**src/shared/sleep_ctl_pkg.sv**
```systemverilog
// Summary of operation
// RULE1 - WFI with standby-select clear enters sleep
// RULE2 - any available reset source ends sleep
// RULE3 - interrupt ends sleep, resume servicing it
// RULE4 - reset-ended sleep goes to reset state
// RULE5 - auto-start: stop bit halts independent watchdog, oscillator (no oscillator control here; only indepWatchdogRun is gated)
// RULE6 - auto-start: stop bit halts regular watchdog
// RULE7 - first variant: clear module-stop bits 15, 16
// RULE8 - second variant: clear module-stop bit 16 only
package sleep_ctl_pkg;
  // ============================================================
  // sizes
  localparam int IRQ_COUNT   = 16;
  localparam int IRQ_ID_W    = 4;
  localparam int RST_COUNT   = 4;
  localparam int ADDR_W      = 8;
  localparam int DATA_W      = 32;
  localparam int STRB_W      = 4;

  // ============================================================
  // register offsets (byte addresses)
  localparam logic [ADDR_W-1:0] OFF_STANDBY_CTRL = 8'h00;
  localparam logic [ADDR_W-1:0] OFF_MODULE_STOP  = 8'h04;
  localparam logic [ADDR_W-1:0] OFF_OPTION_WORD0 = 8'h08;
  localparam logic [ADDR_W-1:0] OFF_SLEEP_STATUS = 8'h0C;

  // ============================================================
  // field positions
  localparam int STANDBY_SELECT_POS      = 15;
  localparam int MSTP_D_AMP_LOW_POS      = 15;
  localparam int MSTP_D_AMP_HIGH_POS     = 16;
  localparam int OPT_IWDG_AUTO_POS       = 1;
  localparam int OPT_IWDG_STOP_POS       = 14;
  localparam int OPT_WDG_AUTO_POS        = 17;
  localparam int OPT_WDG_STOP_POS        = 30;
  localparam int STAT_SLEEPING_POS       = 0;
  localparam int STAT_IWDG_RUN_POS       = 1;
  localparam int STAT_WDG_RUN_POS        = 2;
  localparam int STAT_AMP_ON_POS         = 3;
  localparam int STAT_VARIANT_POS        = 4;
  localparam int STAT_WOKE_IRQ_POS       = 5;
  localparam int STAT_WOKE_RST_POS       = 6;
  localparam int STAT_IRQ_ID_POS         = 8;

  // ============================================================
  // reset values and masks
  localparam logic [DATA_W-1:0] STANDBY_CTRL_RST = 32'h0000_0000;
  localparam logic [DATA_W-1:0] STANDBY_CTRL_MSK = 32'h0000_8000;
  localparam logic [DATA_W-1:0] MODULE_STOP_RST  = 32'h0001_8000;
  localparam logic [DATA_W-1:0] MODULE_STOP_MSK  = 32'h0001_8000;
  localparam logic [DATA_W-1:0] ZERO_WORD        = 32'h0000_0000;

  // ============================================================
  // bus answers
  localparam logic [1:0] RESP_OKAY   = 2'h0;
  localparam logic [1:0] RESP_SLVERR = 2'h2;

  // ============================================================
  // sleep sequencer states
  typedef enum logic [1:0] {
    ST_RUN,
    ST_SLEEP,
    ST_WAKE_IRQ,
    ST_WAKE_RST
  } sleep_state_t;
endpackage

```
**src/logic/sleep_mode_control.sv**
```systemverilog
// The AXI4-Lite interface to the registers and the address map were left to the implementer.
module sleep_mode_control
  import sleep_ctl_pkg::*;
(
  input  wire logic                              clk_sys,
  input  wire logic                              reset,
  // AXI4-Lite slave
  input  wire logic [sleep_ctl_pkg::ADDR_W-1:0]  s_axi_awaddr,
  input  wire logic                              s_axi_awvalid,
  output logic                                   s_axi_awready,
  input  wire logic [sleep_ctl_pkg::DATA_W-1:0]  s_axi_wdata,
  input  wire logic [sleep_ctl_pkg::STRB_W-1:0]  s_axi_wstrb,
  input  wire logic                              s_axi_wvalid,
  output logic                                   s_axi_wready,
  output logic [1:0]                             s_axi_bresp,
  output logic                                   s_axi_bvalid,
  input  wire logic                              s_axi_bready,
  input  wire logic [sleep_ctl_pkg::ADDR_W-1:0]  s_axi_araddr,
  input  wire logic                              s_axi_arvalid,
  output logic                                   s_axi_arready,
  output logic [sleep_ctl_pkg::DATA_W-1:0]       s_axi_rdata,
  output logic [1:0]                             s_axi_rresp,
  output logic                                   s_axi_rvalid,
  input  wire logic                              s_axi_rready,
  // cpu core side
  input  wire logic                              wfiExec,
  input  wire logic [sleep_ctl_pkg::IRQ_COUNT-1:0] irqPin,
  input  wire logic [sleep_ctl_pkg::RST_COUNT-1:0] resetSourcePin,
  input  wire logic [sleep_ctl_pkg::DATA_W-1:0]  optionWordIn,
  input  wire logic                              variantSecondPin,
  output logic                                   cpuClockStop,
  output logic                                   resumeIrq,
  output logic [sleep_ctl_pkg::IRQ_ID_W-1:0]     resumeIrqId,
  output logic                                   resetStateReq,
  output logic                                   indepWatchdogRun,
  output logic                                   watchdogRun,
  output logic                                   gainAmpEnable
);
  import sleep_ctl_pkg::*;

  // ============================================================
  // pin synchronisers
  logic [IRQ_COUNT-1:0] irqSync;
  logic [RST_COUNT-1:0] rstSync;
  logic                 variantSync;

  sync_two_ff #(.WIDTH(IRQ_COUNT + RST_COUNT + 1)) u_pin_sync (
    .clk_sys (clk_sys),
    .reset   (reset),
    .asyncIn ({variantSecondPin, resetSourcePin, irqPin}),
    .syncOut ({variantSync, rstSync, irqSync})
  );

  // ============================================================
  // straps: caught by clock after reset release, never by the reset itself
  logic              strapsTaken;
  logic [DATA_W-1:0] optionWord;
  logic              variantSecond;
  logic              next_strapsTaken;
  logic [DATA_W-1:0] next_optionWord;
  logic              next_variantSecond;

  always_comb
  begin
    next_strapsTaken   = 1'b1;
    next_optionWord    = strapsTaken ? optionWord : optionWordIn;
    // strap is static; following the synchroniser avoids latching its reset zero
    next_variantSecond = variantSync;
  end

  always_ff @(posedge clk_sys)
  begin
    if (reset)
    begin
      strapsTaken   <= 1'b0;
      optionWord    <= ZERO_WORD;
      variantSecond <= 1'b0;
    end
    else
    begin
      strapsTaken   <= next_strapsTaken;
      optionWord    <= next_optionWord;
      variantSecond <= next_variantSecond;
    end
  end

  // ============================================================
  // register file
  logic [DATA_W-1:0] standbyControlReg;
  logic [DATA_W-1:0] moduleStopD;
  logic [DATA_W-1:0] statusWord;
  logic              wokeByIrq;
  logic              wokeByRst;
  logic [IRQ_ID_W-1:0] lastIrqId;
  logic              standbySelectBit;

  assign standbySelectBit = standbyControlReg[STANDBY_SELECT_POS];

  // ============================================================
  // sleep sequencer
  sleep_state_t        state;
  sleep_state_t        next_state;
  logic                next_cpuClockStop;
  logic                next_resumeIrq;
  logic [IRQ_ID_W-1:0] next_resumeIrqId;
  logic                next_resetStateReq;
  logic                next_wokeByIrq;
  logic                next_wokeByRst;
  logic [IRQ_ID_W-1:0] pickId;
  logic                anyIrq;
  logic                anyRst;

  always_comb
  begin
    // lowest numbered pending line is serviced first
    pickId = '0;
    for (int i = IRQ_COUNT - 1; i >= 0; i--)
    begin
      if (irqSync[i])
      begin
        pickId = IRQ_ID_W'(i);
      end
    end
    anyIrq = |irqSync;
    anyRst = |rstSync;
  end

  always_comb
  begin
    next_state         = state;
    next_resumeIrq     = 1'b0;
    next_resumeIrqId   = resumeIrqId;
    next_resetStateReq = anyRst;
    next_wokeByIrq     = wokeByIrq;
    next_wokeByRst     = wokeByRst;
    case (state)
      ST_RUN:
      begin
        if (wfiExec && !standbySelectBit)                             // [RULE1]
        begin
          next_state = ST_SLEEP;
        end
      end
      ST_SLEEP:
      begin
        // reset outranks an interrupt arriving in the same cycle
        if (anyRst)                                                   // [RULE2]
        begin
          next_state     = ST_WAKE_RST;
          next_wokeByRst = 1'b1;
          next_wokeByIrq = 1'b0;
        end
        else if (anyIrq)                                              // [RULE3]
        begin
          next_state       = ST_WAKE_IRQ;
          next_resumeIrq   = 1'b1;
          next_resumeIrqId = pickId;
          next_wokeByIrq   = 1'b1;
          next_wokeByRst   = 1'b0;
        end
      end
      ST_WAKE_IRQ:
      begin
        next_state = ST_RUN;                                          // [RULE3]
      end
      ST_WAKE_RST:
      begin
        // held until the source drops so the program never resumes
        next_resetStateReq = 1'b1;                                    // [RULE4]
        if (!anyRst)
        begin
          next_state = ST_RUN;
        end
      end
      default:
      begin
        next_state = ST_RUN;
      end
    endcase
    next_cpuClockStop = (next_state == ST_SLEEP);
  end

  always_ff @(posedge clk_sys)
  begin
    if (reset)
    begin
      state         <= ST_RUN;
      cpuClockStop  <= 1'b0;
      resumeIrq     <= 1'b0;
      resumeIrqId   <= '0;
      resetStateReq <= 1'b0;
      wokeByIrq     <= 1'b0;
      wokeByRst     <= 1'b0;
    end
    else
    begin
      state         <= next_state;
      cpuClockStop  <= next_cpuClockStop;
      resumeIrq     <= next_resumeIrq;
      resumeIrqId   <= next_resumeIrqId;
      resetStateReq <= next_resetStateReq;
      wokeByIrq     <= next_wokeByIrq;
      wokeByRst     <= next_wokeByRst;
    end
  end

  assign lastIrqId = resumeIrqId;

  // ============================================================
  // watchdog and amplifier gating
  logic next_indepWatchdogRun;
  logic next_watchdogRun;
  logic next_gainAmpEnable;

  always_comb
  begin
    // outside auto-start mode sleep leaves the watchdogs alone
    next_indepWatchdogRun = !(next_cpuClockStop && optionWord[OPT_IWDG_AUTO_POS]
                              && optionWord[OPT_IWDG_STOP_POS]);      // [RULE5]
    next_watchdogRun      = !(next_cpuClockStop && optionWord[OPT_WDG_AUTO_POS]
                              && optionWord[OPT_WDG_STOP_POS]);       // [RULE6]
    if (variantSecond)
    begin
      next_gainAmpEnable = !moduleStopD[MSTP_D_AMP_HIGH_POS];         // [RULE8]
    end
    else
    begin
      next_gainAmpEnable = !moduleStopD[MSTP_D_AMP_HIGH_POS]
                           && !moduleStopD[MSTP_D_AMP_LOW_POS];       // [RULE7]
    end
  end

  always_ff @(posedge clk_sys)
  begin
    if (reset)
    begin
      indepWatchdogRun <= 1'b1;
      watchdogRun      <= 1'b1;
      gainAmpEnable    <= 1'b0;
    end
    else
    begin
      indepWatchdogRun <= next_indepWatchdogRun;
      watchdogRun      <= next_watchdogRun;
      gainAmpEnable    <= next_gainAmpEnable;
    end
  end

  always_comb
  begin
    statusWord = ZERO_WORD;
    statusWord[STAT_SLEEPING_POS] = cpuClockStop;
    statusWord[STAT_IWDG_RUN_POS] = indepWatchdogRun;
    statusWord[STAT_WDG_RUN_POS]  = watchdogRun;
    statusWord[STAT_AMP_ON_POS]   = gainAmpEnable;
    statusWord[STAT_VARIANT_POS]  = variantSecond;
    statusWord[STAT_WOKE_IRQ_POS] = wokeByIrq;
    statusWord[STAT_WOKE_RST_POS] = wokeByRst;
    statusWord[STAT_IRQ_ID_POS +: IRQ_ID_W] = lastIrqId;
  end

  // ============================================================
  // AXI4-Lite slave: one write and one read in flight
  logic              awHeld, wHeld;
  logic [ADDR_W-1:0] awAddr;
  logic [DATA_W-1:0] wData;
  logic [STRB_W-1:0] wStrb;
  logic              next_awHeld, next_wHeld, next_bvalid, next_rvalid;
  logic [ADDR_W-1:0] next_awAddr;
  logic [DATA_W-1:0] next_wData, next_rdata;
  logic [STRB_W-1:0] next_wStrb;
  logic [1:0]        next_bresp, next_rresp;
  logic [DATA_W-1:0] next_standbyControlReg, next_moduleStopD, byteMask;
  logic              doWrite;

  assign s_axi_awready = !awHeld && !s_axi_bvalid;
  assign s_axi_wready  = !wHeld && !s_axi_bvalid;
  assign s_axi_arready = !s_axi_rvalid;

  always_comb
  begin
    next_awHeld = awHeld;
    next_wHeld  = wHeld;
    next_awAddr = awAddr;
    next_wData  = wData;
    next_wStrb  = wStrb;
    next_bvalid = s_axi_bvalid;
    next_bresp  = s_axi_bresp;
    next_rvalid = s_axi_rvalid;
    next_rdata  = s_axi_rdata;
    next_rresp  = s_axi_rresp;
    next_standbyControlReg = standbyControlReg;
    next_moduleStopD       = moduleStopD;
    if (s_axi_awvalid && s_axi_awready)
    begin
      next_awHeld = 1'b1;
      next_awAddr = s_axi_awaddr;
    end
    if (s_axi_wvalid && s_axi_wready)
    begin
      next_wHeld = 1'b1;
      next_wData = s_axi_wdata;
      next_wStrb = s_axi_wstrb;
    end
    for (int b = 0; b < STRB_W; b++)
    begin
      byteMask[b*8 +: 8] = {8{wStrb[b]}};
    end
    doWrite = awHeld && wHeld && !s_axi_bvalid;
    if (doWrite)
    begin
      next_awHeld = 1'b0;
      next_wHeld  = 1'b0;
      next_bvalid = 1'b1;
      next_bresp  = RESP_OKAY;
      case (awAddr)
        OFF_STANDBY_CTRL: next_standbyControlReg = (standbyControlReg & ~(byteMask & STANDBY_CTRL_MSK))
                                                   | (wData & byteMask & STANDBY_CTRL_MSK);
        OFF_MODULE_STOP:  next_moduleStopD = (moduleStopD & ~(byteMask & MODULE_STOP_MSK))
                                             | (wData & byteMask & MODULE_STOP_MSK);
        OFF_OPTION_WORD0: next_bresp = RESP_OKAY;
        OFF_SLEEP_STATUS: next_bresp = RESP_OKAY;
        default:          next_bresp = RESP_SLVERR;
      endcase
    end
    else if (s_axi_bvalid && s_axi_bready)
    begin
      next_bvalid = 1'b0;
    end
    if (s_axi_arvalid && s_axi_arready)
    begin
      next_rvalid = 1'b1;
      next_rresp  = RESP_OKAY;
      case (s_axi_araddr)
        OFF_STANDBY_CTRL: next_rdata = standbyControlReg;
        OFF_MODULE_STOP:  next_rdata = moduleStopD;
        OFF_OPTION_WORD0: next_rdata = optionWord;
        OFF_SLEEP_STATUS: next_rdata = statusWord;
        default:
        begin
          next_rdata = ZERO_WORD;
          next_rresp = RESP_SLVERR;
        end
      endcase
    end
    else if (s_axi_rvalid && s_axi_rready)
    begin
      next_rvalid = 1'b0;
    end
  end

  always_ff @(posedge clk_sys)
  begin
    if (reset)
    begin
      awHeld            <= 1'b0;
      wHeld             <= 1'b0;
      awAddr            <= '0;
      wData             <= ZERO_WORD;
      wStrb             <= '0;
      s_axi_bvalid      <= 1'b0;
      s_axi_bresp       <= RESP_OKAY;
      s_axi_rvalid      <= 1'b0;
      s_axi_rdata       <= ZERO_WORD;
      s_axi_rresp       <= RESP_OKAY;
      standbyControlReg <= STANDBY_CTRL_RST;
      moduleStopD       <= MODULE_STOP_RST;
    end
    else
    begin
      awHeld            <= next_awHeld;
      wHeld             <= next_wHeld;
      awAddr            <= next_awAddr;
      wData             <= next_wData;
      wStrb             <= next_wStrb;
      s_axi_bvalid      <= next_bvalid;
      s_axi_bresp       <= next_bresp;
      s_axi_rvalid      <= next_rvalid;
      s_axi_rdata       <= next_rdata;
      s_axi_rresp       <= next_rresp;
      standbyControlReg <= next_standbyControlReg;
      moduleStopD       <= next_moduleStopD;
    end
  end
endmodule

```
**src/logic/sync_two_ff.sv**
```systemverilog
module sync_two_ff #(
  parameter int WIDTH = 1
) (
  input  wire logic             clk_sys,
  input  wire logic             reset,
  input  wire logic [WIDTH-1:0] asyncIn,
  output logic      [WIDTH-1:0] syncOut
);
  // ============================================================
  // two stages; the first is read by the second only
  logic [WIDTH-1:0] stageOne;
  logic [WIDTH-1:0] next_stageOne;
  logic [WIDTH-1:0] next_syncOut;

  always_comb
  begin
    next_stageOne = asyncIn;
    next_syncOut  = stageOne;
  end

  always_ff @(posedge clk_sys)
  begin
    if (reset)
    begin
      stageOne <= '0;
      syncOut  <= '0;
    end
    else
    begin
      stageOne <= next_stageOne;
      syncOut  <= next_syncOut;
    end
  end
endmodule

```
**config.mk**
```make
export PLATFORM = sky130hd
export DESIGN_NAME = sleep_mode_control
export DESIGN_NICKNAME = d
export VERILOG_FILES = /design/src/shared/sleep_ctl_pkg.sv /design/src/logic/sleep_mode_control.sv /design/src/logic/sync_two_ff.sv
export SDC_FILE = /design/constraint.sdc
export NUM_CORES = 1
export LEC_CHECK = 0
export BUFFER_PORTS_ARGS = -buffer_cell sky130_fd_sc_hd__buf_2
export CELL_PAD_IN_SITES_DETAIL_PLACEMENT = 1
export CELL_PAD_IN_SITES_GLOBAL_PLACEMENT = 2
export CORE_MARGIN = 2
export CORE_UTILIZATION = 27
export CTS_CLUSTER_SIZE = 24
export DETAILED_ROUTE_END_ITERATION = 12
export PLACE_DENSITY = 0.83
export SLEW_MARGIN = 20
export SYNTH_ARGS = -nofsm -noshare
export SYNTH_HDL_FRONTEND = slang
export SYNTH_SLANG_ARGS = --single-unit
```
**constraint.sdc**
```tcl
create_clock -name clk_sys -period 1.6 [get_ports clk_sys]
set_input_delay 0.16 -clock clk_sys [delete_from_list [all_inputs] [get_ports clk_sys]]
set_output_delay 0.16 -clock clk_sys [all_outputs]
set_load 0.005 [all_outputs]
```
## Word-level counts from Yosys, hierarchy flattened

Cells that the tools add are included.
Widths: inputs -> output; s select.

- Flip-flop bits (word level): 222
- Input bits: 113
- Output and inout port bits: 51
- Word-level logic and storage cells: 122

- Equality and inequality tests: 10
- Multiplexer cells: 36
- Bitwise gates (word level): 9
- Reductions and logical operators: 40

Operator list:

| operator | count |
|---|---|
| $pmux 32 s4 | 1 |
| $and 32x32->32 | 2 |
| $mux 4 | 16 |
| $eq 8x4->1 const B | 4 |
| $not 16->32 | 1 |
| $not 17->32 | 1 |
| $or 32x16->32 | 1 |
| $or 32x17->32 | 1 |
| $and 17x17->17 | 1 |
| $eq 8x3->1 const B | 2 |
| $logic_not 8->1 | 2 |
| $reduce_or 16->1 | 1 |
| $logic_and 1x1->1 | 15 |
| $mux 1 | 12 |
| $mux 2 | 6 |
| $reduce_or 4->1 | 3 |
| $logic_not 1->1 | 9 |
| $pmux 2 s4 | 1 |
| $reduce_and 2->1 | 3 |
| $reduce_bool 2->1 | 3 |
| $reduce_or 6->1 | 1 |
| $eq 2x1->1 const B | 2 |
| $eq 2x2->1 const B | 2 |
| $reduce_and 3->1 | 1 |
| 3 further kinds | 4 |

## Logic depth before layout (Yosys ltp)

- Depth after elaboration: 16
- Gate-level depth with buffers: 8
- Depth with buffers taken out: 5

## Cells and area by module

From an unflattened synthesis, not the netlist that was laid out.

- Cell total of the unflattened synthesis: 506
- Area, all modules: 5172.5 um^2

By module, submodules not included:

| module | instances | cells an instance | area each (um^2) | seq. area each (um^2) |
|---|---|---|---|---|
| sleep_mode_control | 1 | 418 | 4048.9 | 2021.9 |
| sync_two_ff | 1 | 88 | 1123.6 | 840.8 |

## Least setup slack after synthesis

OpenSTA, ideal clock, no wires.

- Kind: register -> register
- Start point: reg u_pin_sync.syncOut[0]
- End point: reg resumeIrqId[1] (netlist bit)
- Library setup time: 0.117 ns
- Data arrival time: 1.400 ns
- Data required time: 1.483 ns
- Path slack: 0.083 ns
- Stages on the path, launching flop included: 6
- Path buffers: 0
- Clock period less this slack: 1.517 ns
- Path through: dfxtp_1 > nor4_1 > nand4_1 > nand3_2 > a31oi_1 > a32o_1

- Word-level cells in the longest chain between the ends: 2
- Elaborated cells on any way between the ends: 3
- Those cells by class: mux: 1; reduce/logical: 2

Ends and longest elaborated chain:

| item | line | source |
|---|---|---|
| start: declaration | sync_two_ff.sv:7 | `output logic [WIDTH-1:0] syncOut` |
| start signal: assignment | sync_two_ff.sv:31 | `syncOut <= next_syncOut;` |
| $reduce_or 16->1 | sleep_mode_control.sv:124 | `anyIrq = \|irqSync;` |
| $reduce_and 3->1 (no line) | -- |  |
| end signal: assignment | sleep_mode_control.sv:200 | `resumeIrqId <= next_resumeIrqId;` |
| end: declaration | sleep_mode_control.sv:33 | `output logic [sleep_ctl_pkg::IRQ_ID_W-1:0] resumeIrqId,` |

Parallel ways exist; a longest one is shown, timed or not.
A chain may end at the register's enable or synchronous reset.

## Worst setup path in the final report

- Start point: reg u_pin_sync.syncOut[8]
- End point: reg resumeIrqId[2] (netlist bit)

- Word-level cells in the longest chain between the ends: 9
- Elaborated cells on any way between the ends: 11
- Those cells by class: mux: 9; reduce/logical: 2

Ends and longest elaborated chain:

| item | line | source |
|---|---|---|
| $mux 4 (9 in a row) | sleep_mode_control.sv:119 | `if (irqSync[i])` |

Parallel ways exist; a longest one is shown, timed or not.

==> results.cfg <==
[floorplan]
core-area_um2 = 18600
fp.dieW_um = 141
row_count = 50
die_area_um2 = 20000
chipHeight_um = 141
start_util = 0.274
io_pins = 164

[clock_tree]
cts_tree = yes
root_buffer = clkbuf_16
cts_sinks = 143
cts.clk_slew.worst_paths_ps = 60
cts.htree.levels = 4
cts_inserted_buffers = 17
cts_max_path_buffers = 2
clock_latency_ps = 420

[sta]
worstMarginPinSlew_ps = 568
relSlewSlack = 0.621
fin_skew_ps = 8.74
slew_violations = 0
holdWs_ps = 4.63
hold_viol = 0
rsz0062_at_grt = yes
setup_ws_ps = 71.0
fin_crit_sh = 0.956
finalCriticalPeriod_ps = 1530
fin_setup_tns_ps = 0
setup_viol = 0
fmax_mhz = 654

[critical_path]
reg2reg_setup_slack_ps = 70
worstReg2RegStart = u_pin_sync.syncOut[8]
worstPathCellList = or4_1 -> o21ai_1 -> nand2_1 -> or2_2 -> a21oi_1
r2r_end = resumeIrqId[2]
r2r_cells = 5
critPathLaunchType = flip-flop
critPathArrivalTime_ps = 1880
path_max_fanout = 3
cp_slowest_stage_delay_ps = 520
critical_path_class = flip-flop to flip-flop
endpoint_kind = flip-flop
cp.required_ps = 1950
critPathSlowestCell = or4_1
crit_start = u_pin_sync.syncOut[8]

[route]
wl_per_cell_um = 14.9
wirelength_um = 14400
first_pass_iters = 4
drtAntennaViolNets = 0
drc_errors = 0
via_per_inst = 4.43
initialDrtViolationCount = 129
vias = 4268

[cells_and_area]
layout-drive-gt1-share = 0.328
fillerInstances = 2106
nNetsFinal = 829
area_growth_pct = 46.8

[global_route]
grt_max_degree = 40
grt_pass1_vias = 4673
grt_usage = 0.148
antenna_found_initial = 1
grt_overflow = 0
grt_pass1_wl_um = 23000

[place]
routabilityCongestion = 0.757
dp_slack_ps = -94.0
portBuffers = 129
dp_hpwl_um = 10200

[synth]
ys_types = 44
async_reset_ff_frac = 0
synthCells = 508
synth.area.top_cells = dfxtp_1, mux2i_1, nor2b_1
yosys_warnings = 0
synth_edf_count = 0
synth_most_common_cell = dfxtp_1
synthFlopType = dfxtp_1
synth_top_area_share = 0.563
avgSynthCellArea_um2 = 10.0
yosys-top-cells-count = dfxtp_1, nor2_1, mux2i_1
mappedNetlistArea_um2 = 5090
synth_area_leader_cell = dfxtp_1
yosys_register_bits = 143
seq_area_frac_synth = 0.563

[outcome]
status = finished, final reports clean

[power_and_ir_drop]
power.density_nw_per_um2 = 1200
p_leak_nw = 3.27
total_power_w = 0.00898
ir_drop_mv = 0.699

[min_path]
hold_depth = 3
whs_endpoint = optionWord[5]
hold_path.startpoint = optionWordIn[5]
holdCritPathClass = input port to flip-flop

[run]
maxCapViolations = 0
logic make-up after synthesis:
kind of cell           synth area share
AOI/OAI and AO/OA                0.0969
buffers and inverters            0.0386
other                          0.000737
DFF                               0.563
muxes                             0.102
and+or+nand+nor                   0.199
final cells by class:
cell class | instances | area [um2] | area share
Clock buffer | 19 | 453 | 0.0607
Timing Repair Buffer | 220 | 1490 | 0.200
Multi-Input combinational cell | 325 | 2120 | 0.284
Tap cell | 234 | 293 | 0.0392
Clock inverter | 13 | 209 | 0.0280
Inverter | 9 | 33.8 | 0.00452
Antenna cell | 1 | 2.50 | 0.000335
Sequential cell | 143 | 2870 | 0.384
placed cells by master, fill, tap and decap left out, drive strengths merged:
cell type / count
buf: 163
dfxtp: 143
nor2: 79
dlygate4sd3: 57
mux2i: 52
nor2b: 48
nand2: 38
a21oi: 21
a22oi: 21
clkbuf: 19
o21ai: 16
inv: 10
nor3: 7
clkinvlp: 6
nor4: 6
bufinv: 5
nand3: 5
nand4: 3
nand2b: 3
or4: 3
and3: 2
or2: 2
a211oi: 2
conb: 2
and2: 2
o311ai: 2
diode: 1
nor3b: 1
o21a: 1
a211o: 1
a21boi: 1
and4bb: 1
a31oi: 1
a32o: 1
o41ai: 1
o21bai: 1
and3b: 1
o41a: 1
clkinv: 1
state kept, by name, summed over array words and instances (netlist names), 2 cells and up, named ones only:
name,flops
awAddr,8
u_pin_sync.syncOut,21
optionWord,32
wStrb,2
wData,2
state,2
resumeIrqId,4
u_pin_sync.next_syncOut,21
s_axi_rdata,32
routing by layer:
layer	vias up	GRT usage	wire, um
met4	0	0.0642	301
met2	86	0.268	7570
li1	2128	-	-
met5	-	0	0
met3	23	0.0337	523
met1	2031	0.166	6000
metrics by stage:
stage | cell area (um2) | instances | utilization
floorplan | 5090 | 509 | -
global placement | 6120 | 872 | 0.330
detailed placement | 6120 | 872 | 0.330
CTS | 7380 | 962 | 0.397
global route | 7460 | 963 | 0.402
finish | 7470 | 964 | 0.402
how the worst max path moves through the flow:
stage	end	slack (ps)
finish	resumeIrqId[2]	70
global route	state[0]	-60
CTS	indepWatchdogRun	-0.2
detailed placement	s_axi_rdata[23]	-90
global placement	s_axi_rdata[30]	-30
floorplan	resumeIrqId[1]	80
power breakdown:
group | total [W] | switching [W] | leakage (nW) | internal, W
Sequential | 0.00382 | 0.000100 | 1.17 | 0.00372
Combinational | 0.000791 | 0.000372 | 1.79 | 0.000418
Clock | 0.00437 | 0.00152 | 0.304 | 0.00285
Total | 0.00898 | 0.00200 | 3.27 | 0.00698
worst max-delay path, delay by kind of cell, from the launching register on:
kind | cells | cell delay, ps
DFF | 1 | 320
and+or+nand+nor | 3 | 850
AOI/OAI and AO/OA | 2 | 290
timing repair:
action                                  CTS  global route
hold endpoints to repair                 57             0
setup buffers                             1             1
hold buffers                             57             0
endpoints found under the setup margin   14            10
pin swaps                                 1             6
resized for setup                         5            16
Note: power is estimated with default switching activity, not from simulation.
